### src/shared/cic_pkg.sv
// Constants of the core interrupt control block.
// Assumes a 100 MHz core clock and a classic Wishbone register bus.
//
// Operation
// RULE_01 - Any reset leaves the global enable clear, so no redirection.
// RULE_02 - Redirect needs global and own enable, plus group for peripherals.
// RULE_03 - Events live as flags in core control and two peripheral flag regs.
// RULE_04 - A flag sets on its event whatever the state of any enable.
// RULE_05 - Entry: flush, clear enable, push PC, save context, jump to 0004h.
// RULE_06 - With global enable clear, flags latch and wait until it is set.
// RULE_07 - Return pops the address, restores context, sets global enable.
// RULE_08 - A set, enabled flag at return is a live request and re-enters.
// RULE_09 - Firmware polls flags to find the source, as there is one vector.
// RULE_10 - Enabled sources wake the core from sleep.
// RULE_11 - Event to handler start takes three or four instruction cycles.
// RULE_12 - Pin flag sets on rising edge if edge select set, else on falling.
// RULE_13 - Wake runs one instruction, then vectors only with global enable.
// RULE_14 - Saved: W, status less timeout/powerdown, bank, file sel, PC high.
// RULE_15 - Redirect at a boundary: global enable AND any fully enabled flag.
package cic_pkg;
    // ------------------------------------------------------------
    // Register byte offsets
    // ------------------------------------------------------------
    localparam logic [7:0] CIC_OFS_CORE_CTRL = 8'h00;
    localparam logic [7:0] CIC_OFS_PEN_A = 8'h04;
    localparam logic [7:0] CIC_OFS_PEN_B = 8'h08;
    localparam logic [7:0] CIC_OFS_PFLAG_A = 8'h0C;
    localparam logic [7:0] CIC_OFS_PFLAG_B = 8'h10;
    localparam logic [7:0] CIC_OFS_CONFIG = 8'h14;
    localparam logic [7:0] CIC_OFS_STATE = 8'h18;
    localparam logic [7:0] CIC_OFS_EVT_STATUS = 8'h1C;
    localparam logic [7:0] CIC_OFS_EVT_CLEAR = 8'h20;
    localparam logic [7:0] CIC_OFS_EVT_ENABLE = 8'h24;
    // ------------------------------------------------------------
    // Core control and config register fields
    // ------------------------------------------------------------
    localparam int CIC_BIT_GLOBAL_EN = 7;
    localparam int CIC_BIT_GROUP_EN = 6;
    localparam int CIC_BIT_TMR_IE = 5;
    localparam int CIC_BIT_EXT_IE = 4;
    localparam int CIC_BIT_IOC_IE = 3;
    localparam int CIC_BIT_TMR_IF = 2;
    localparam int CIC_BIT_EXT_IF = 1;
    localparam int CIC_BIT_IOC_IF = 0;
    localparam int CIC_BIT_EDGE_SEL = 0;
    // ------------------------------------------------------------
    // Event status bits
    // ------------------------------------------------------------
    localparam int CIC_EVT_ENTRY = 0;
    localparam int CIC_EVT_RETURN = 1;
    localparam int CIC_EVT_WAKE = 2;
    localparam int CIC_EVT_W = 3;
    // ------------------------------------------------------------
    // Reset values and vector
    // ------------------------------------------------------------
    localparam logic [7:0] CIC_RST_CTRL = 8'h00;
    localparam logic [7:0] CIC_RST_PEN = 8'h00;
    localparam logic CIC_RST_EDGE_SEL = 1'b1;
    localparam logic [14:0] CIC_VECTOR = 15'h0004;
    localparam logic [31:0] CIC_RD_ZERO = 32'h0000_0000;

    typedef enum logic [1:0] {
        CIC_WAKE_RUN,
        CIC_WAKE_SLEEP,
        CIC_WAKE_STEP
    } cic_wake_t;
endpackage : cic_pkg

### src/logic/cic_flag_bank.sv
// Bank of event flags with software write.
// Assumes events and writes are synchronous to the core clock.
`timescale 1ns/1ns
`default_nettype none
module cic_flag_bank #(
    parameter int W = 8
) (
    // Clock and reset
    input wire logic clk_sys_in,
    input wire logic rst_n_in,
    // Events and software write
    input wire logic [W-1:0] evt_in,
    input wire logic wr_in,
    input wire logic [W-1:0] wdata_in,
    // Flags
    output logic [W-1:0] flag_out
);
    // Set wins over a clear in the same cycle, so no event is lost
    always_ff @(posedge clk_sys_in or negedge rst_n_in) begin
        if (!rst_n_in) begin
            flag_out <= '0;
        end else if (wr_in) begin
            flag_out <= wdata_in | evt_in; // RULE_04
        end else begin
            flag_out <= flag_out | evt_in; // RULE_03
        end
    end
endmodule : cic_flag_bank
`default_nettype wire

### src/logic/cic_core.sv
// Core interrupt control: flags, enables, entry, return and wake.
// Assumes a sequencer that pulses boundary and return at instruction
// boundaries and does the flush, push and fetch on redirect.
//
// Added by the designer: the address map and the Wishbone interface to the registers.
`timescale 1ns/1ns
`default_nettype none
module cic_core (
    // Clock and reset
    input wire logic clk_sys_in,
    input wire logic rst_n_in,
    // Wishbone slave
    input wire logic wb_cyc_in,
    input wire logic wb_stb_in,
    input wire logic wb_we_in,
    input wire logic [7:0] wb_adr_in,
    input wire logic [3:0] wb_sel_in,
    input wire logic [31:0] wb_dat_in,
    output logic [31:0] wb_dat_out,
    output logic wb_ack_out,
    // Event sources
    input wire logic tmr_evt_in,
    input wire logic ext_pin_in,
    input wire logic ioc_any_in,
    input wire logic [7:0] periph_evt_a_in,
    input wire logic [7:0] periph_evt_b_in,
    // Sequencer
    input wire logic boundary_in,
    input wire logic return_in,
    input wire logic sleep_in,
    input wire logic [14:0] pc_in,
    output logic redirect_out,
    output logic [14:0] vector_out,
    output logic [14:0] push_pc_out,
    output logic restore_out,
    output logic wake_out,
    // Context
    input wire logic [7:0] ctx_w_in,
    input wire logic [2:0] ctx_status_in,
    input wire logic [4:0] ctx_bank_sel_in,
    input wire logic [15:0] ctx_file_sel0_in,
    input wire logic [15:0] ctx_file_sel1_in,
    input wire logic [6:0] ctx_pc_high_in,
    output logic [7:0] shadow_w_out,
    output logic [2:0] shadow_status_out,
    output logic [4:0] shadow_bank_sel_out,
    output logic [15:0] shadow_file_sel0_out,
    output logic [15:0] shadow_file_sel1_out,
    output logic [6:0] shadow_pc_high_out,
    // System interrupt
    output logic irq_out
);
    import cic_pkg::*;

    // ------------------------------------------------------------
    // Bus decode
    // ------------------------------------------------------------
    logic bus_req;
    logic wr_lane;
    logic wr_ctrl;
    logic wr_pen_a;
    logic wr_pen_b;
    logic wr_pflag_a;
    logic wr_pflag_b;
    logic wr_config;
    logic wr_clear;
    logic wr_evt_en;
    assign bus_req = wb_cyc_in && wb_stb_in && !wb_ack_out;
    // Registers are 8 bits wide and sit in the low byte lane
    assign wr_lane = bus_req && wb_we_in && wb_sel_in[0];
    assign wr_ctrl = wr_lane && (wb_adr_in == CIC_OFS_CORE_CTRL);
    assign wr_pen_a = wr_lane && (wb_adr_in == CIC_OFS_PEN_A);
    assign wr_pen_b = wr_lane && (wb_adr_in == CIC_OFS_PEN_B);
    assign wr_pflag_a = wr_lane && (wb_adr_in == CIC_OFS_PFLAG_A);
    assign wr_pflag_b = wr_lane && (wb_adr_in == CIC_OFS_PFLAG_B);
    assign wr_config = wr_lane && (wb_adr_in == CIC_OFS_CONFIG);
    assign wr_clear = wr_lane && (wb_adr_in == CIC_OFS_EVT_CLEAR);
    assign wr_evt_en = wr_lane && (wb_adr_in == CIC_OFS_EVT_ENABLE);

    // ------------------------------------------------------------
    // Enables and configuration
    // ------------------------------------------------------------
    logic global_irq_enable;
    logic peripheral_group_irq_enable;
    logic [2:0] core_en;
    logic [7:0] pen_a;
    logic [7:0] pen_b;
    logic ext_pin_edge_select;
    logic [CIC_EVT_W-1:0] evt_en;
    logic take_irq;

    always_ff @(posedge clk_sys_in or negedge rst_n_in) begin
        if (!rst_n_in) begin
            global_irq_enable <= CIC_RST_CTRL[CIC_BIT_GLOBAL_EN]; // RULE_01
        end else if (take_irq) begin
            global_irq_enable <= 1'b0; // RULE_05
        end else if (return_in) begin
            global_irq_enable <= 1'b1; // RULE_07
        end else if (wr_ctrl) begin
            global_irq_enable <= wb_dat_in[CIC_BIT_GLOBAL_EN];
        end
    end

    always_ff @(posedge clk_sys_in or negedge rst_n_in) begin
        if (!rst_n_in) begin
            peripheral_group_irq_enable <= CIC_RST_CTRL[CIC_BIT_GROUP_EN];
            core_en <= CIC_RST_CTRL[CIC_BIT_TMR_IE:CIC_BIT_IOC_IE];
            pen_a <= CIC_RST_PEN;
            pen_b <= CIC_RST_PEN;
            ext_pin_edge_select <= CIC_RST_EDGE_SEL;
            evt_en <= '0;
        end else begin
            if (wr_ctrl) begin
                peripheral_group_irq_enable <= wb_dat_in[CIC_BIT_GROUP_EN];
                core_en <= wb_dat_in[CIC_BIT_TMR_IE:CIC_BIT_IOC_IE];
            end
            if (wr_pen_a) begin
                pen_a <= wb_dat_in[7:0];
            end
            if (wr_pen_b) begin
                pen_b <= wb_dat_in[7:0];
            end
            if (wr_config) begin
                ext_pin_edge_select <= wb_dat_in[CIC_BIT_EDGE_SEL];
            end
            if (wr_evt_en) begin
                evt_en <= wb_dat_in[CIC_EVT_W-1:0];
            end
        end
    end

    // ------------------------------------------------------------
    // Source flags
    // ------------------------------------------------------------
    logic ext_prev;
    logic ext_edge;
    logic [1:0] core_flag;
    logic [7:0] pflag_a;
    logic [7:0] pflag_b;

    always_ff @(posedge clk_sys_in or negedge rst_n_in) begin
        if (!rst_n_in) begin
            ext_prev <= 1'b0;
        end else begin
            ext_prev <= ext_pin_in;
        end
    end
    assign ext_edge = ext_pin_edge_select ? (ext_pin_in && !ext_prev)
        : (!ext_pin_in && ext_prev); // RULE_12

    cic_flag_bank #(.W(2)) u_core_flags (
        .clk_sys_in(clk_sys_in),
        .rst_n_in(rst_n_in),
        .evt_in({tmr_evt_in, ext_edge}),
        .wr_in(wr_ctrl),
        .wdata_in(wb_dat_in[CIC_BIT_TMR_IF:CIC_BIT_EXT_IF]),
        .flag_out(core_flag)
    );
    cic_flag_bank #(.W(8)) u_pflag_a (
        .clk_sys_in(clk_sys_in),
        .rst_n_in(rst_n_in),
        .evt_in(periph_evt_a_in),
        .wr_in(wr_pflag_a),
        .wdata_in(wb_dat_in[7:0]),
        .flag_out(pflag_a)
    );
    cic_flag_bank #(.W(8)) u_pflag_b (
        .clk_sys_in(clk_sys_in),
        .rst_n_in(rst_n_in),
        .evt_in(periph_evt_b_in),
        .wr_in(wr_pflag_b),
        .wdata_in(wb_dat_in[7:0]),
        .flag_out(pflag_b)
    );

    // ------------------------------------------------------------
    // Request and wake
    // ------------------------------------------------------------
    logic core_hit;
    logic periph_hit;
    logic src_hit;
    logic pend;
    cic_wake_t wake_state;
    assign core_hit = |({core_flag, ioc_any_in} & core_en); // RULE_02
    assign periph_hit = peripheral_group_irq_enable
                        && |((pflag_a & pen_a) | (pflag_b & pen_b));
    assign src_hit = core_hit || periph_hit;
    // Flags keep their request while the global enable is clear
    assign pend = global_irq_enable && src_hit; // RULE_06 RULE_08
    // Return wins a shared boundary, the request is seen at the next
    assign take_irq = boundary_in && pend && !return_in && !sleep_in
                      && (wake_state == CIC_WAKE_RUN); // RULE_15
    assign wake_out = sleep_in && src_hit; // RULE_10

    always_ff @(posedge clk_sys_in or negedge rst_n_in) begin
        if (!rst_n_in) begin
            wake_state <= CIC_WAKE_RUN;
        end else begin
            case (wake_state)
                CIC_WAKE_RUN: begin
                    if (sleep_in) begin
                        wake_state <= CIC_WAKE_SLEEP;
                    end
                end
                CIC_WAKE_SLEEP: begin
                    if (!sleep_in) begin
                        wake_state <= CIC_WAKE_STEP;
                    end
                end
                CIC_WAKE_STEP: begin
                    // One instruction runs before any vectoring
                    if (boundary_in) begin
                        wake_state <= CIC_WAKE_RUN; // RULE_13
                    end
                end
                default: begin
                    wake_state <= CIC_WAKE_RUN;
                end
            endcase
        end
    end

    // ------------------------------------------------------------
    // Entry, return and context
    // ------------------------------------------------------------
    assign vector_out = CIC_VECTOR; // RULE_05
    always_ff @(posedge clk_sys_in or negedge rst_n_in) begin
        if (!rst_n_in) begin
            redirect_out <= 1'b0;
            restore_out <= 1'b0;
            push_pc_out <= '0;
        end else begin
            redirect_out <= take_irq; // RULE_11
            restore_out <= return_in; // RULE_07
            if (take_irq) begin
                push_pc_out <= pc_in; // RULE_05
            end
        end
    end

    // Status timeout and powerdown bits are left out of the copy
    always_ff @(posedge clk_sys_in or negedge rst_n_in) begin
        if (!rst_n_in) begin
            shadow_w_out <= '0;
            shadow_status_out <= '0;
            shadow_bank_sel_out <= '0;
            shadow_file_sel0_out <= '0;
            shadow_file_sel1_out <= '0;
            shadow_pc_high_out <= '0;
        end else if (take_irq) begin
            shadow_w_out <= ctx_w_in; // RULE_14
            shadow_status_out <= ctx_status_in;
            shadow_bank_sel_out <= ctx_bank_sel_in;
            shadow_file_sel0_out <= ctx_file_sel0_in;
            shadow_file_sel1_out <= ctx_file_sel1_in;
            shadow_pc_high_out <= ctx_pc_high_in;
        end
    end

    // ------------------------------------------------------------
    // Event status and interrupt line
    // ------------------------------------------------------------
    logic [CIC_EVT_W-1:0] evt_set;
    logic [CIC_EVT_W-1:0] evt_status;
    assign evt_set = {wake_out, return_in, take_irq};
    always_ff @(posedge clk_sys_in or negedge rst_n_in) begin
        if (!rst_n_in) begin
            evt_status <= '0;
        end else if (wr_clear) begin
            evt_status <= (evt_status & ~wb_dat_in[CIC_EVT_W-1:0]) | evt_set;
        end else begin
            evt_status <= evt_status | evt_set;
        end
    end
    assign irq_out = |(evt_status & evt_en);

    // ------------------------------------------------------------
    // Read data and acknowledge
    // ------------------------------------------------------------
    logic [7:0] rd_byte;
    always_comb begin
        case (wb_adr_in)
            CIC_OFS_CORE_CTRL: begin
                rd_byte = {global_irq_enable, peripheral_group_irq_enable,
                           core_en, core_flag, ioc_any_in}; // RULE_03
            end
            CIC_OFS_PEN_A: rd_byte = pen_a;
            CIC_OFS_PEN_B: rd_byte = pen_b;
            CIC_OFS_PFLAG_A: rd_byte = pflag_a;
            CIC_OFS_PFLAG_B: rd_byte = pflag_b;
            CIC_OFS_CONFIG: rd_byte = {7'h00, ext_pin_edge_select};
            CIC_OFS_STATE: rd_byte = {5'h00, pend, wake_state};
            CIC_OFS_EVT_STATUS: rd_byte = {5'h00, evt_status};
            CIC_OFS_EVT_ENABLE: rd_byte = {5'h00, evt_en};
            default: rd_byte = 8'h00;
        endcase
    end

    always_ff @(posedge clk_sys_in or negedge rst_n_in) begin
        if (!rst_n_in) begin
            wb_ack_out <= 1'b0;
            wb_dat_out <= CIC_RD_ZERO;
        end else begin
            wb_ack_out <= bus_req;
            wb_dat_out <= bus_req ? {24'h00_0000, rd_byte} : CIC_RD_ZERO;
        end
    end
endmodule : cic_core
`default_nettype wire

### config.mk
export PLATFORM = sky130hd
export DESIGN_NAME = cic_core
export DESIGN_NICKNAME = d
export VERILOG_FILES = /design/src/shared/cic_pkg.sv /design/src/logic/cic_flag_bank.sv /design/src/logic/cic_core.sv
export SDC_FILE = /design/constraint.sdc
export NUM_CORES = 1
export LEC_CHECK = 0
export BUFFER_PORTS_ARGS = -buffer_cell sky130_fd_sc_hd__clkbuf_2
export CORE_MARGIN = 2
export CORE_UTILIZATION = 38
export DETAILED_ROUTE_END_ITERATION = 8
export GPL_ROUTABILITY_DRIVEN = 1
export MAX_ROUTING_LAYER = met4
export PLACE_DENSITY_LB_ADDON = 0.2
export SLEW_MARGIN = 20
export SYNTH_ARGS = -nofsm -noshare
export SYNTH_HDL_FRONTEND = slang
export SYNTH_SLANG_ARGS = --single-unit
### constraint.sdc
create_clock -name clk_sys_in -period 2.2 [get_ports clk_sys_in]
set_input_delay 0.11 -clock clk_sys_in [delete_from_list [all_inputs] [get_ports clk_sys_in]]
set_output_delay 0.11 -clock clk_sys_in [all_outputs]
set_load 0.03 [all_outputs]
# Word-level counts from Yosys, hierarchy flattened
# Index checks and enable logic that the tools add are counted.
# word_totals
in_bits	141
latchBits	0
word_cells	101
ff_bits	130
output_inout_bits	122
mem_bits_ro	0
n_memories	0
mem_bits_rw	0
# op_classes
n_eq_ne	14
n_lt_le_gt_ge	0
div	0
reduce_logical	34
n_mul	0
n_addsub	0
mux	14
n_bitwise	15
shift	0
# op_table
operator	count
$pmux W8 S9	1
$or A8 B8 Y8	5
$eq A8 B5 Y1 const B	4
$mux W8	3
$logic_and A1 B1 Y1	21
$and A8 B8 Y8	2
$eq A8 B4 Y1 const B	2
$eq A8 B6 Y1 const B	2
$and A3 B3 Y3	3
$eq A8 B3 Y1 const B	1
$logic_not A8 Y1	1
$mux W2	4
$reduce_or A8 Y1	1
$ne A2 B2 Y1 const B	3
$or A3 B3 Y3	2
$pmux W2 S3	1
$reduce_or A3 Y1	2
$logic_not A1 Y1	5
$mux W1	4
$or A2 B2 Y2	2
$mux W3	1
$not A3 Y3	1
$reduce_and A3 Y1	1
$reduce_bool A3 Y1	1
4 further kinds	4

# Longest topological paths before layout
# depth
word_depth	12
mapped_depth	7
mapped_depth_nobuf	6

# By module
# A second synthesis with hierarchy kept.
# unflattened
hier_cells	417
area_unflattened_um2	6030.8
# modules_own_cells
mod	seq_area_each_um2	instances	cells_per_inst	area_each_um2
cic_core	2803.9	1	361	5272.6
cic_flag_bank at u_pflag_a ...	200.2	2	25	339.1
cic_flag_bank at u_core_flags	50.0	1	6	80.1

# Least setup slack after synthesis
# No wires, ideal clock.
# synth_timing
kind	register to register
start	register wb_ack_out
end	register u_pflag_a.flag_out[0]
synth_period_minus_slack_ps	1940
n_path_buf	1
setup_slack_ps	260
path_stages_with_launch	7
setup_ps	124
t_required_ps	2076
arrival_time_ps	1816
path_cell_list	dfrtp_1 > and3b_2 > nand3_4 > nor4_4 > buf_6 > nor2b_1 > a211o_1
# synth_via
elab_chain_len	6
# synth_rtl
element	line	text
start: declaration	cic_core.sv:20	output logic wb_ack_out,
start signal: assignment	cic_core.sv:304	wb_ack_out <= bus_req;
$logic_not A1 Y1	cic_core.sv:68	assign bus_req = wb_cyc_in && wb_stb_in && !wb_ack_out;
$logic_and A1 B1 Y1	cic_core.sv:68	
via bus_req	cic_core.sv:58	logic bus_req;
$logic_and A1 B1 Y1 (2 in a row)	cic_core.sv:70	assign wr_lane = bus_req && wb_we_in && wb_sel_in[0];
$logic_and A1 B1 Y1	cic_core.sv:74	assign wr_pflag_a = wr_lane && (wb_adr_in == CIC_OFS_PFLAG_A);
$mux W8	cic_flag_bank.sv:22	end else if (wr_in) begin
end signal: assignment	cic_flag_bank.sv:23	flag_out <= wdata_in | evt_in;
end signal: assignment	cic_flag_bank.sv:25	flag_out <= flag_out | evt_in;
end: declaration	cic_flag_bank.sv:16	output logic [W-1:0] flag_out
# The timed path passes the listed nets, and every way through them passes these cells.
# A chain may end at the register's enable or synchronous reset.

# Final worst setup path
# layout_timing
start	register pen_b[6]
end	output wake_out
# layout_via
elab_chain_len	6
# layout_rtl
element	line	text
start: declaration	cic_core.sv:87	logic [7:0] pen_b;
start signal: assignment	cic_core.sv:121	pen_b <= wb_dat_in[7:0];
$and A8 B8 Y8	cic_core.sv:186	&& |((pflag_a & pen_a) | (pflag_b & pen_b));
$or A8 B8 Y8	cic_core.sv:186	
$reduce_or A8 Y1	cic_core.sv:186	
$logic_and A1 B1 Y1	cic_core.sv:186	
$logic_or A1 B1 Y1	cic_core.sv:187	assign src_hit = core_hit || periph_hit;
$logic_and A1 B1 Y1	cic_core.sv:193	assign wake_out = sleep_in && src_hit;
end: declaration	cic_core.sv:36	output logic wake_out,
# Every way passes these cells.

==> reports/summary.json <==
{
  "row_count": 45,
  "multi_input_area_um2": 2270,
  "report.final.hold_viol_count": 0,
  "final_layout_size_suffix_gt1_frac": 0.469,
  "tot_gr_track_use": 0.212,
  "totalPowerFinal_mw": 6.52,
  "cp_data_required_time_ps": 2090,
  "h_tree_lvls": 4,
  "cp_max_fo": 3,
  "number_of_enable_type_register_cells_in_the_synthesized_netlist": 0,
  "synth_seq_area_share": 0.562,
  "grt_start_max_net_pins": 64,
  "grt_antenna_before_repair": 0,
  "synth.largest_area_cell": "sky130_fd_sc_hd__dfrtp_1",
  "dr.first_iter.drc_count": 203,
  "finalSetupViolCount": 0,
  "final-seq-area_um2": 3250,
  "maxCapViolCount": 0,
  "holdCritStartpoint": "wb_adr_in[6]",
  "worst_setup_path_end_kind": "output port",
  "finalHoldWorstSlack_ps": 28.1,
  "path_clk_slew_ps": 50,
  "detail_route.first_pass.iterations": 5,
  "n_antenna_cell": 0,
  "timing.critical_path.slowest_stage_cell": "sky130_fd_sc_hd__dfrtp_1",
  "num_vias": 4640,
  "critical-path-max-stage-delay_ps": 410,
  "ys_warn_count": 0,
  "cts.path.max_buffers": 2,
  "hpwl_mm": 11.1,
  "final_net_count": 895,
  "rsz0062_at_grt": "false",
  "rr_endpoint": "shadow_status_out[0]",
  "ys_async_sr_fraction": 1.00,
  "time_the_worst_path_needs_with_i_o_delays_and_setup_ps": 2130,
  "floorplan.initialDensity": 0.385,
  "io_buffer_count": 196,
  "critPathTopFamily": "compound AO/OA/AOI/OAI gates",
  "relative_slew_slack": 0.472,
  "worstPathArrival_ps": 2020,
  "cp-start-kind": "flop",
  "io_pins": 263,
  "critical_path_cell_count": 6,
  "tritoncts": "built",
  "timing.rr.start": "pen_b[6]",
  "grt_first_pass_wirelength_mm": 25.5,
  "layout_worst_path_cycle_share": 0.968,
  "power.density_nw_per_um2": 766,
  "global_route.overflow_total": 0,
  "synthesis.area_um2": 5790,
  "status": "complete, no violations",
  "yosys-top-cells-area": "sky130_fd_sc_hd__dfrtp_1 (56%), sky130_fd_sc_hd__mux2_2 (18%), sky130_fd_sc_hd__buf_4 (5.1%)",
  "wl_per_cell_um": 17.0,
  "final_antenna_net_count": 0,
  "clock_skew_ps": 13.2,
  "final_core_utilization": 0.566,
  "path_cells": "a22o_1 > a221oi_2 > and4_1 > o21ai_2 > and2_4 > clkbuf_4",
  "grt_pass1_vias": 4982,
  "die_x_um": 127,
  "synth_top_cell_area_share": 0.558,
  "post_synth_num_cell_types": 43,
  "cts.root.buffer_cell": "sky130_fd_sc_hd__clkbuf_16",
  "maxClockFrequency_ghz": 0.470,
  "min-delay-path-class": "primary input to flop",
  "flow.area_growth_from_synthesis_pct": 47.1,
  "drt-vias-per-instance": 4.86,
  "yosys_register_bits": 130,
  "r2r_slack_ps": 70,
  "peakVddDrop_mv": 0.601,
  "p_leak_nw": 4.32,
  "final_max_slew_viols": 0,
  "wirelength_mm": 16.2,
  "place_congestion": 0.878,
  "fill_cell_instance_count_of_the_final_layout": 1262,
  "top_flip_flop_cell_by_instance_count_after_synthesis": "sky130_fd_sc_hd__dfrtp_1",
  "number_of_clock_sinks_seen_by_cts": 130,
  "r2r_cell_count": 7,
  "design.core.area_um2": 15000,
  "dieArea_um2": 16200,
  "drc": 0,
  "setup.worst_path.start": "pen_b[6]",
  "finalSetupTns_ps": 0,
  "crit_end": "wake_out",
  "max_slew.worst_pin.slew_ps": 787,
  "timing_worst_setup_path_type": "flop to output port",
  "synthesis.instances": 433,
  "critical_path.n_buffers_inverters": 1,
  "die_y_um": 127,
  "cts_setup_buffers": 0,
  "worstSkewPairLatency_ps": 420,
  "synth.avg_cell_area_um2": 13.4,
  "numCtsBuffers": 17
}
## cell type report
cell class	instances	share of cell area
sequential	130	0.382
multi-input combinational	284	0.267
timing repair buffer	317	0.256
clock buffer	20	0.0525
tap	188	0.0276
clock inverter	12	0.0131
inverter	4	0.00176
## stage by stage
stage / cells / cell area, µm² / setup WS (ps)
detailed placement: 826 / 6950 / 9.60
CTS: 955 / 8490 / 8.74
floorplan: 470 / 5930 / 260
global route: 955 / 8510 / 6.62
global placement: 826 / 6950 / 85.4
finish: 955 / 8510 / 71.1
## synth_stat cells, types with 4 or more instances
library cell / n
sky130_fd_sc_hd__a222oi_1: 8
sky130_fd_sc_hd__inv_1: 4
sky130_fd_sc_hd__buf_4: 39
sky130_fd_sc_hd__a22oi_1: 7
sky130_fd_sc_hd__nor2_1: 11
sky130_fd_sc_hd__nand2_1: 29
sky130_fd_sc_hd__mux2_2: 90
sky130_fd_sc_hd__a21oi_1: 8
sky130_fd_sc_hd__mux2i_1: 7
sky130_fd_sc_hd__o21ai_0: 4
sky130_fd_sc_hd__buf_6: 9
sky130_fd_sc_hd__a221oi_1: 5
sky130_fd_sc_hd__a22o_1: 4
sky130_fd_sc_hd__a211o_1: 9
sky130_fd_sc_hd__nor2b_1: 10
sky130_fd_sc_hd__nor3_1: 11
sky130_fd_sc_hd__nand3b_1: 10
sky130_fd_sc_hd__mux2_4: 4
sky130_fd_sc_hd__dfrtp_1: 129
## report_power, final
part           switching (mW)  leakage (nW)  internal [mW]
Sequential              0.111          1.67           2.58
Clock                    1.07         0.254           1.58
Combinational           0.723          2.40          0.460
Total                    1.90          4.32           4.62
## registers in the layout, summed over array words and instances, names as in the netlist, 3 cells and up
register              count
shadow_status_out         3
wb_dat_out                8
pen_b                     8
evt_status                3
core_en                   3
u_pflag_b.flag_out        8
u_pflag_a.flag_out        8
shadow_w_out              8
shadow_bank_sel_out       5
pen_a                     8
shadow_file_sel1_out     16
shadow_file_sel0_out     16
push_pc_out              15
shadow_pc_high_out        7
evt_en                    3
## cell usage in the layout, fill, tap and decap left out, types with 2 or more instances in the layout
cell type,instances
sky130_fd_sc_hd__clkbuf_1,2
sky130_fd_sc_hd__conb_1,39
sky130_fd_sc_hd__nand2b_1,2
sky130_fd_sc_hd__a22oi_1,7
sky130_fd_sc_hd__inv_1,4
sky130_fd_sc_hd__buf_4,22
sky130_fd_sc_hd__clkinvlp_4,6
sky130_fd_sc_hd__nor2_1,11
sky130_fd_sc_hd__nand3b_1,10
sky130_fd_sc_hd__nand3_1,2
sky130_fd_sc_hd__nor4_1,2
sky130_fd_sc_hd__mux2_4,4
sky130_fd_sc_hd__nor4_4,2
sky130_fd_sc_hd__a21o_1,2
sky130_fd_sc_hd__clkbuf_2,194
sky130_fd_sc_hd__dfrtp_1,129
sky130_fd_sc_hd__nor3_2,2
sky130_fd_sc_hd__a221oi_2,4
sky130_fd_sc_hd__clkbuf_16,17
sky130_fd_sc_hd__dlygate4sd3_1,97
sky130_fd_sc_hd__a21oi_1,8
sky130_fd_sc_hd__a31oi_1,2
sky130_fd_sc_hd__a211o_1,9
sky130_fd_sc_hd__clkinv_4,3
sky130_fd_sc_hd__nor2b_1,10
sky130_fd_sc_hd__mux2_2,90
sky130_fd_sc_hd__a222oi_1,8
sky130_fd_sc_hd__clkinv_2,2
sky130_fd_sc_hd__mux2i_1,7
sky130_fd_sc_hd__nor3_1,11
sky130_fd_sc_hd__a22o_1,4
sky130_fd_sc_hd__o21ai_0,4
sky130_fd_sc_hd__buf_12,3
sky130_fd_sc_hd__nand2_1,29
## cells by family (layout without fill, tap and decap cells)
group           Yosys count  count (layout)  synth area share
simple gates             89              89            0.0921
flops                   130             130             0.562
mux                     101             101             0.198
buf+inv                  56             353            0.0735
other cells               2              39           0.00130
compound gates           55              55            0.0731
## layer usage
metal | wire (µm) | up-vias | track usage | part of all wire
li1 | - | 2128 | - | -
met1 | 6480 | 2280 | 0.233 | 0.40
met2 | 8400 | 207 | 0.356 | 0.52
met3 | 1080 | 25 | 0.0687 | 0.066
met4 | 283 | 0 | 0.0860 | 0.017
met5 | 0 | - | - | 0
## what timing repair did
| item | CTS | global route |
|---|---|---|
| pin swaps | 1 | 2 |
| endpoints found under the hold margin | 134 | 0 |
| endpoints found under the setup margin | 1 | 69 |
| cloned | 0 | 0 |
| resized for setup | 3 | 3 |
| hold buffers | 97 | 0 |
## tightest hold or removal path, stage by stage
cell and delay (ps):
sky130_fd_sc_hd__clkbuf_2 100, sky130_fd_sc_hd__nor2_1 50, sky130_fd_sc_hd__o21ai_0 70, sky130_fd_sc_hd__a21oi_1 60
## worst min-delay path by stage
stage,endpoint,depth (start not counted)
detailed placement,u_pflag_b.flag_out[0],1
global placement,wb_dat_out[0],1
floorplan,core_en[0],0
finish,wb_dat_out[0],4
CTS,wb_dat_out[0],4
global route,wb_ack_out,2
Power figures use the tool's default switching activity.
